File: src/rtl/asf_status_map.svh
// Purpose: Offsets, field positions, reset values and timing counts of the ALU condition word.
// Assumes: APB slave with 32-bit data, one aligned word per register.
// Notes: Definitions only.
`ifndef ASF_STATUS_MAP_SVH
`define ASF_STATUS_MAP_SVH

// Register offset and address width
`define ASF_ADDR_W 12
`define ASF_COND_WORD_OFFSET 12'h000

// Field positions inside the condition word
`define ASF_BIT_CARRY 0
`define ASF_BIT_ZERO 1
`define ASF_BIT_OVERFLOW 2
`define ASF_BIT_NEGATIVE 3
`define ASF_BIT_REPEAT 4
`define ASF_BIT_LEVEL_LO 5
`define ASF_BIT_LEVEL_HI 7
`define ASF_BIT_HALF_CARRY 8

// Reset value and software-writable bits (repeat flag and bits 15..9 excluded)
`define ASF_COND_WORD_RESET 16'h0000
`define ASF_COND_WORD_WMASK 16'h01EF
`define ASF_LEVEL_ALL_MASKED 3'h7

// Answer latency of the bus slave, in clock cycles after the access phase starts
`define ASF_APB_WAIT_CYCLES 1

`endif

File: src/rtl/asf_pkg.sv
// Purpose: Types shared by the ALU condition word design.
// Assumes: 16-bit datapath.
// Notes: Numbers live in asf_status_map.svh.
package asf_pkg;

  // Stored condition word, bit 15 down to bit 0
  typedef struct packed {
    logic [6:0] unused;
    logic halfCarryFlag;
    logic [2:0] cpuPriorityLevel;
    logic repeatLoopFlag;
    logic negative;
    logic signedOverflowFlag;
    logic zero;
    logic carry;
  } asf_status_t;

  // Flags computed for one ALU operation, or which of them it updates
  typedef struct packed {
    logic halfCarry;
    logic negative;
    logic overflow;
    logic zero;
    logic carry;
  } asf_flags_t;

  // One ALU operation as seen by the flag logic
  typedef struct packed {
    logic valid;
    logic isByte;
    logic subtract;
    logic carryIn;
    logic stickyZero;
    asf_flags_t update;
    logic [15:0] opA;
    logic [15:0] opB;
  } asf_alu_op_t;

  // Bus slave states
  typedef enum logic {ASF_APB_IDLE, ASF_APB_ANSWER} asf_apb_state_t;

endpackage

File: src/rtl/asf_status_word.sv
// Purpose: ALU condition word with APB access, flag updates and priority level.
// Assumes: ALU, repeat sequencer and interrupt logic run on clk.
// Notes: One register; hardware updates beat a software write bit by bit.
//
// The placing of the registers and register access over APB were chosen for this implementation.
`timescale 1ns/1ps
`include "asf_status_map.svh"
module asf_status_word
  import asf_pkg::*;
(
  // Clock and reset
  input wire logic clk,
  input wire logic resetn,
  // APB slave
  input wire logic [`ASF_ADDR_W-1:0] paddr,
  input wire logic psel,
  input wire logic penable,
  input wire logic pwrite,
  input wire logic [31:0] pwdata,
  input wire logic [3:0] pstrb,
  output logic [31:0] prdata,
  output logic pready,
  output logic pslverr,
  // ALU datapath
  input asf_alu_op_t aluOp,
  // Repeat loop sequencer
  input wire logic repeatLoopActive,
  // Interrupt priority logic
  input wire logic hwLevelWrite,
  input wire logic [2:0] hwLevel,
  input wire logic priorityLevelHighBit,
  // Status out
  output asf_status_t aluConditionWord,
  output logic [3:0] effectiveLevel,
  output logic userIrqMasked
);

  // Flag results and next word
  asf_flags_t calcFlags; // Flags of the current ALU operation
  asf_status_t next_word; // Next condition word
  // Bus slave state and registered answer
  asf_apb_state_t apbState; // Bus slave state
  asf_apb_state_t next_apbState;
  logic [31:0] next_prdata;
  logic next_pready;
  logic next_pslverr;
  // Write decode
  logic addrHit; // Address selects the condition word
  logic wrCommit; // Software write takes effect this edge
  logic [15:0] wrMask; // Bits a software write may change
  logic [15:0] wrWord; // Word after software write merge

  // Flag arithmetic
  asf_flag_calc #(
    .WIDTH(16)
  ) u_calc (
    .aluOp(aluOp),
    .flags(calcFlags)
  );

  // Effective priority level and user mask
  asf_prio_level u_level (
    .clk(clk),
    .resetn(resetn),
    .cpuPriorityLevel(aluConditionWord.cpuPriorityLevel),
    .priorityLevelHighBit(priorityLevelHighBit),
    .effectiveLevel(effectiveLevel),
    .userIrqMasked(userIrqMasked)
  );

  // Decode and write strobe; writes land only on the edge that samples pready
  always_comb begin
    addrHit = (paddr == `ASF_COND_WORD_OFFSET);
    wrCommit = psel && penable && pready && pwrite && addrHit;
    // Lane 0 covers bits 7:0 and lane 1 bit 8; lanes 2 and 3 have nothing behind them
    wrMask = `ASF_COND_WORD_WMASK & {{8{pstrb[1]}}, {8{pstrb[0]}}};
    // Bits outside the mask keep their value, so the repeat flag cannot be written
    wrWord = (aluConditionWord & ~wrMask) | (pwdata[15:0] & wrMask);
  end

  // Next condition word: software first, then hardware over it
  always_comb begin
    next_word = aluConditionWord;
    if (wrCommit) begin
      next_word = asf_status_t'(wrWord);
    end
    if (aluOp.valid) begin
      // Hardware written last so it wins a same-cycle write
      // Half carry: nibble carry for bytes, byte carry for words
      if (aluOp.update.halfCarry) begin
        next_word.halfCarryFlag = calcFlags.halfCarry;
      end
      // Sign of the result at the operand size
      if (aluOp.update.negative) begin
        next_word.negative = calcFlags.negative;
      end
      // Signed overflow: like-signed operands, result of the other sign
      if (aluOp.update.overflow) begin
        next_word.signedOverflowFlag = calcFlags.overflow;
      end
      // Carry out of the top bit; for subtract it means no borrow
      if (aluOp.update.carry) begin
        next_word.carry = calcFlags.carry;
      end
      if (aluOp.update.zero) begin
        // Chained ops keep an earlier clear; a nonzero result always clears
        if (aluOp.stickyZero) begin
          next_word.zero = aluConditionWord.zero & calcFlags.zero;
        end else begin
          next_word.zero = calcFlags.zero;
        end
      end
    end
    // Interrupt logic loads a new level; it too beats a software write
    if (hwLevelWrite) begin
      next_word.cpuPriorityLevel = hwLevel;
    end
    // Repeat flag tracks the sequencer only; writes cannot reach it
    next_word.repeatLoopFlag = repeatLoopActive;
    next_word.unused = 7'h00;
  end

  // Condition word register, cleared at reset
  // No enable: the next-value logic holds the word when nothing updates it
  always_ff @(posedge clk or negedge resetn) begin
    if (!resetn) begin
      aluConditionWord <= asf_status_t'(`ASF_COND_WORD_RESET);
    end else begin
      aluConditionWord <= next_word;
    end
  end

  // APB answer: one wait state so read data come from a flop
  always_comb begin
    next_apbState = ASF_APB_IDLE;
    next_pready = 1'b0;
    next_pslverr = 1'b0;
    next_prdata = prdata;
    case (apbState)
      ASF_APB_IDLE: begin
        if (psel && penable) begin
          // Access phase seen: answer on the next edge, whatever the address
          next_apbState = ASF_APB_ANSWER;
          next_pready = 1'b1;
          next_pslverr = !addrHit;
          // Unmapped or write access reads back zero
          next_prdata = (addrHit && !pwrite) ? {16'h0000, aluConditionWord} : 32'h0000_0000;
        end
      end
      ASF_APB_ANSWER: begin
        // Drop pready; a new setup may follow at once
        next_apbState = ASF_APB_IDLE;
      end
      default: begin
        next_apbState = ASF_APB_IDLE;
      end
    endcase
  end

  // Bus slave registers
  // pready is high for exactly one cycle; pslverr rises and falls with it only for an unmapped access
  always_ff @(posedge clk or negedge resetn) begin
    if (!resetn) begin
      apbState <= ASF_APB_IDLE;
      pready <= 1'b0;
      pslverr <= 1'b0;
      prdata <= 32'h0000_0000;
    end else begin
      apbState <= next_apbState;
      pready <= next_pready;
      pslverr <= next_pslverr;
      prdata <= next_prdata;
    end
  end

  // Reference arithmetic read only by the checks below
  // Only plain adds are checked here; subtract and carry-in paths are left to the bench model
  logic plainAdd; // Add without carry in or inversion
  logic [16:0] refSum;
  logic [4:0] refNib;
  logic [8:0] refByte;
  always_comb begin
    plainAdd = aluOp.valid && !aluOp.subtract && !aluOp.carryIn;
    refSum = {1'b0, aluOp.opA} + {1'b0, aluOp.opB};
    refNib = {1'b0, aluOp.opA[3:0]} + {1'b0, aluOp.opB[3:0]};
    refByte = {1'b0, aluOp.opA[7:0]} + {1'b0, aluOp.opB[7:0]};
  end
endmodule // asf_status_word

File: src/rtl/asf_flag_calc.sv
// Purpose: Computes carry, half carry, negative, overflow and zero for one ALU operation.
// Assumes: Subtraction is A + ~B + carryIn, so carry set means no borrow.
// Notes: Purely combinational; the caller registers the flags.
`timescale 1ns/1ps
`include "asf_status_map.svh"
module asf_flag_calc
  import asf_pkg::*;
#(
  parameter int WIDTH = 16
) (
  // Operation in
  input asf_alu_op_t aluOp,
  // Flags out
  output asf_flags_t flags
);

  // Only the 16-bit datapath is served
  if (WIDTH != 16) begin : bad_width
    $error("asf_flag_calc serves WIDTH 16 only");
  end

  logic [15:0] effB; // Second operand after inversion for subtract
  logic [16:0] wordSum; // Full-width sum with carry out
  logic [4:0] nibbleSum; // Low nibble sum, bit 4 is half carry for bytes
  logic [8:0] byteSum; // Low byte sum, bit 8 is byte carry

  // Adder chains
  always_comb begin
    effB = aluOp.subtract ? ~aluOp.opB : aluOp.opB;
    wordSum = {1'b0, aluOp.opA} + {1'b0, effB} + {16'h0000, aluOp.carryIn};
    nibbleSum = {1'b0, aluOp.opA[3:0]} + {1'b0, effB[3:0]} + {4'h0, aluOp.carryIn};
    byteSum = {1'b0, aluOp.opA[7:0]} + {1'b0, effB[7:0]} + {8'h00, aluOp.carryIn};
  end

  // Flag selection by operand size
  always_comb begin
    if (aluOp.isByte) begin
      flags.halfCarry = nibbleSum[4];
      flags.carry = byteSum[8];
      flags.negative = byteSum[7];
      flags.overflow = (aluOp.opA[7] == effB[7]) && (byteSum[7] != aluOp.opA[7]);
      flags.zero = (byteSum[7:0] == 8'h00);
    end else begin
      flags.halfCarry = byteSum[8];
      flags.carry = wordSum[16];
      flags.negative = wordSum[15];
      flags.overflow = (aluOp.opA[15] == effB[15]) && (wordSum[15] != aluOp.opA[15]);
      flags.zero = (wordSum[15:0] == 16'h0000);
    end
  end

endmodule // asf_flag_calc

File: src/rtl/asf_prio_level.sv
// Purpose: Forms the four-bit effective CPU priority level.
// Assumes: High bit comes from core control logic on the same clock.
// Notes: Outputs are registered, so they lag the inputs by one edge.
`timescale 1ns/1ps
`include "asf_status_map.svh"
module asf_prio_level (
  // Clock and reset
  input wire logic clk,
  input wire logic resetn,
  // Level sources
  input wire logic [2:0] cpuPriorityLevel,
  input wire logic priorityLevelHighBit,
  // Level out
  output logic [3:0] effectiveLevel,
  output logic userIrqMasked
);

  logic [3:0] next_effectiveLevel; // Joined level
  logic next_userIrqMasked; // Level 7 of the field masks user sources

  // Join the high bit above the three status bits
  always_comb begin
    next_effectiveLevel = {priorityLevelHighBit, cpuPriorityLevel};
    next_userIrqMasked = (cpuPriorityLevel == `ASF_LEVEL_ALL_MASKED);
  end

  // Register the level
  always_ff @(posedge clk or negedge resetn) begin
    if (!resetn) begin
      effectiveLevel <= 4'h0;
      userIrqMasked <= 1'b0;
    end else begin
      effectiveLevel <= next_effectiveLevel;
      userIrqMasked <= next_userIrqMasked;
    end
  end

endmodule // asf_prio_level

File: config.mk
export PLATFORM = sky130hd
export DESIGN_NAME = asf_status_word
export DESIGN_NICKNAME = d
export VERILOG_FILES = /design/src/rtl/asf_pkg.sv /design/src/rtl/asf_status_word.sv /design/src/rtl/asf_flag_calc.sv /design/src/rtl/asf_prio_level.sv
export VERILOG_INCLUDE_DIRS = /design/src /design/src/rtl
export SDC_FILE = /design/constraint.sdc
export NUM_CORES = 1
export LEC_CHECK = 0
export BUFFER_PORTS_ARGS = -buffer_cell sky130_fd_sc_hd__clkbuf_2
export CAP_MARGIN = 20
export CORE_MARGIN = 2
export CORE_UTILIZATION = 30
export CTS_BUF_LIST = sky130_fd_sc_hd__clkbuf_16
export DETAILED_ROUTE_END_ITERATION = 16
export GPL_TIMING_DRIVEN = 0
export SLEW_MARGIN = 20
export SYNTH_ARGS = -nofsm -noshare
export SYNTH_HDL_FRONTEND = slang
export SYNTH_SLANG_ARGS = --single-unit
File: constraint.sdc
create_clock -name clk -period 2.1 [get_ports clk]
set_clock_uncertainty 0.05 [all_clocks]
set_input_delay 0.315 -clock clk [delete_from_list [all_inputs] [get_ports clk]]
set_output_delay 0.315 -clock clk [all_outputs]
set_load 0.05 [all_outputs]
==> flow_summary.toml <==
[global_routing]
grt_pass1_vias = 2159
grt_max_degree = 26
gr-usage-met1 = 0.179
use_met3 = 0.0224
antenna_found_initial = 0
track_usage = 0.136
grt_util_met2 = 0.234
busiest_layer = "met2"
grt_overflow_total = 0
grt_pass1_wl_mm = 9.58

[routing]
first_iter_violations = 60
firstDrtPassIters = 5
drtAntennaViolNets = 0
routed_wl_mm = 5.99
vias = 2263
drc = 0
wire_per_inst_um = 12.1
vias_per_cell = 4.58

[logic_synthesis]
synth_async_sr_flop_share = 1.00
syn_avg_cell_area_um2 = 8.87
synth-edff-count = 0
syn_area_um2 = 2300
ys_seq_elements = 25
syn_inst = 259
synth.most_common_cell = "buf_4"
synth_area_leader_cell = "dfrtp_1"
ys.flop_type = "dfrtp_1"
ys_seq_area_frac = 0.272
synth_common_cells = "buf_4 (30), dfrtp_1 (25)"
ys_types = 53
yosys_warnings = 0
synth_top_area_frac = 0.272
synthTopCellsByArea = "dfrtp_1 (27%), buf_4 (9.8%), ha_1 (8.7%)"

[placed_design]
gp_congestion = 0.843
pre_cts_slack_ns = -0.937
dpl.hpwl_mm = 4.84
placed_area_um2 = 3060
numPortBuffers = 96

[worst_hold_path]
hold_class = "in -> async"

[timing]
finalHoldViolCount = 0
finalCriticalPeriod_ns = 2.58
fmax_mhz = 388
rsz0062_at_grt = "yes"
relSlewSlack = 0.591
holdWs_ns = 0.00525
fin_ws_ns = -0.479
finalCritPeriodShare = 1.23
worstMarginPinSlew_ns = 0.610
setup_viol = 5
finalMaxSlewViolations = 0

[clocking]
hold_buffers = 0
cts_num_sinks = 25
tritoncts = "yes"
htreeDepth = 1
ctsRootBufferMaster = "clkbuf_16"
clk_pin_slew_ns = 0.06
clock_latency_ns = 0.25
clock_path_buffers = 2
cts_buffers = 3

[critical_path]
critPathSlowestCell = "or4b_2"
rr_startpoint = "apbState$_DFF_PN0_"
crit_family = "simple AND/OR/NAND/NOR gates"
crit_arrival_ns = 2.68
crit_type = "in -> reg"
required_ns = 2.21
critPathLaunch = "aluOp[39]"
cp_max_fo = 7
critical_path.max_stage_delay_ns = 0.63
cp.buffers_inverters = 5
path_depth = 12
path_cells = "clkbuf_16, buf_12, buf_4, buf_4, xor2_1, ha_1, inv_1, o21bai_1, or4b_2, a21oi_1, nor2b_1, o31ai_2"
cp-end-kind = "flip-flop"
cp_common_cell = "buf_4"
cp-endpoint = "aluConditionWord[1]$_DFF_PN0_"
start_kind = "primary input"
r2r-end = "aluConditionWord[1]$_DFF_PN0_"
worst-r2r-setup-slack_ns = 0.22
worst-r2r-cell-count = 6

[floorplanning]
die_w_um = 91.5
core_um2 = 7330
rows = 31
die-area_um2 = 8370
die_h_um = 91.5
io_pins = 156
floorplan.initialDensity = 0.313

[layout]
area_growth_pct = 44.9
fillers = 715
fin_nets = 515
diodes = 0
drive_gt1_frac = 0.435
fin_area_um2 = 3330

[power_and_ir_drop]
finalPower_mw = 1.97
power_density_nw_per_um2 = 592
peakVddDrop_v = 0.000292
p_leak_nw = 1.76

[flow_run]
drv_cap = 0

[run_status]
status = "complete, but fails checks"
violations = "setup timing"
per-stage QoR:
step	cells	util	TNS, ns
after CTS	493	0.448	-1.88
after detailed placement	483	0.417	-4.23
after floorplan	288	-	-2.47
final	494	0.454	-1.78
after global routing	494	0.454	-2.33
after global placement	483	0.417	-4.20
registers in the layout (all words and copies together) (netlist names):
signal / count
aluConditionWord: 9
apbState: 1
prdata: 9
pslverr: 1
u_level.effectiveLevel: 4
u_level.userIrqMasked: 1
worst min path at each step:
stage,slack (ns),endpoint,cells past startpoint
floorplan,-0.03,aluConditionWord[0]$_DFF_PN0_,0
global placement,0.30,u_level.effectiveLevel[3]$_DFF_PN0_,1
detailed placement,0.30,u_level.effectiveLevel[2]$_DFF_PN0_,1
CTS,0.02,u_level.effectiveLevel[2]$_DFF_PN0_,1
global route,0.06,u_level.effectiveLevel[3]$_DFF_PN0_,1
finish,0.005,u_level.effectiveLevel[3]$_DFF_PN0_,1
worst register-to-register path, cell delays in order, from the launching register on:
cell	delay (ns)
dfrtp_1	0.36
nand4_1	0.10
nor2_1	0.24
nand2_1	0.29
mux2_2	0.36
a22oi_1	0.24
o31ai_2	0.12
layer usage:
layer	vias to the layer above	wire (um)
met5	-	0
met4	0	15
met3	2	508
met2	108	2730
met1	996	2730
li1	1157	-
layout make-up:
type                    instances  area, um^2  area share
inverters                      11        41.3      0.0124
multi-input cells             215        1620       0.486
clock buffers                   3        75.1      0.0226
repair buffers                105         556       0.167
well taps                      99         124      0.0372
plain buffers                  35         282      0.0846
clock inverters                 1        7.51     0.00226
flip-flops and latches         25         626       0.188
repair_timing:
action                     4_1_cts  5_1_grt
setup endpoints to repair        5        6
pin swaps                       24        4
buffers inserted                 8        1
gates resized for setup         18        6
cell families (layout without fill, tap and decap cells):
group                      after synthesis  in the layout  synth area share
AOI/OAI and AO/OA                       65             65             0.202
buffers and inverters                   48            155             0.127
xor gates and xnor gates                23             23            0.0877
DFF                                     25             25             0.272
and+or+nand+nor                         72             72             0.173
adders and majority gates               18             18             0.105
muxes                                    7              7            0.0316
other                                    1             30           0.00163
power breakdown:
group	internal [mW]	switching (mW)	total [mW]
clock	0.258	0.162	0.420
sequential	0.513	0.0247	0.537
combinational	0.393	0.618	1.01
total	1.16	0.805	1.97
layout by cell type (no fill, tap or decap), drive strengths merged, types with 2 or more instances in the layout:
master	netlist	final
buf	32	41
and3	5	5
o21a	2	2
nand4	2	2
nand4b	2	2
fa	2	2
inv	11	11
xnor2	7	7
a21o	4	4
nand2	16	16
a22oi	2	2
nor2b	2	2
o2111ai	2	2
dfrtp	25	25
xor2	16	16
clkbuf	5	102
a31oi	3	3
o211ai	2	2
or3	4	4
a21oi	16	16
ha	16	16
a32oi	2	2
nor3	9	9
nand3b	2	2
nor4	4	4
and2	3	3
mux2i	5	5
conb	1	30
o31ai	3	3
nand3	7	7
nor2	11	11
a22o	11	11
o21bai	2	2
mux2	2	2
o21ai	8	8
Note: power is estimated with default switching activity, not from simulation.
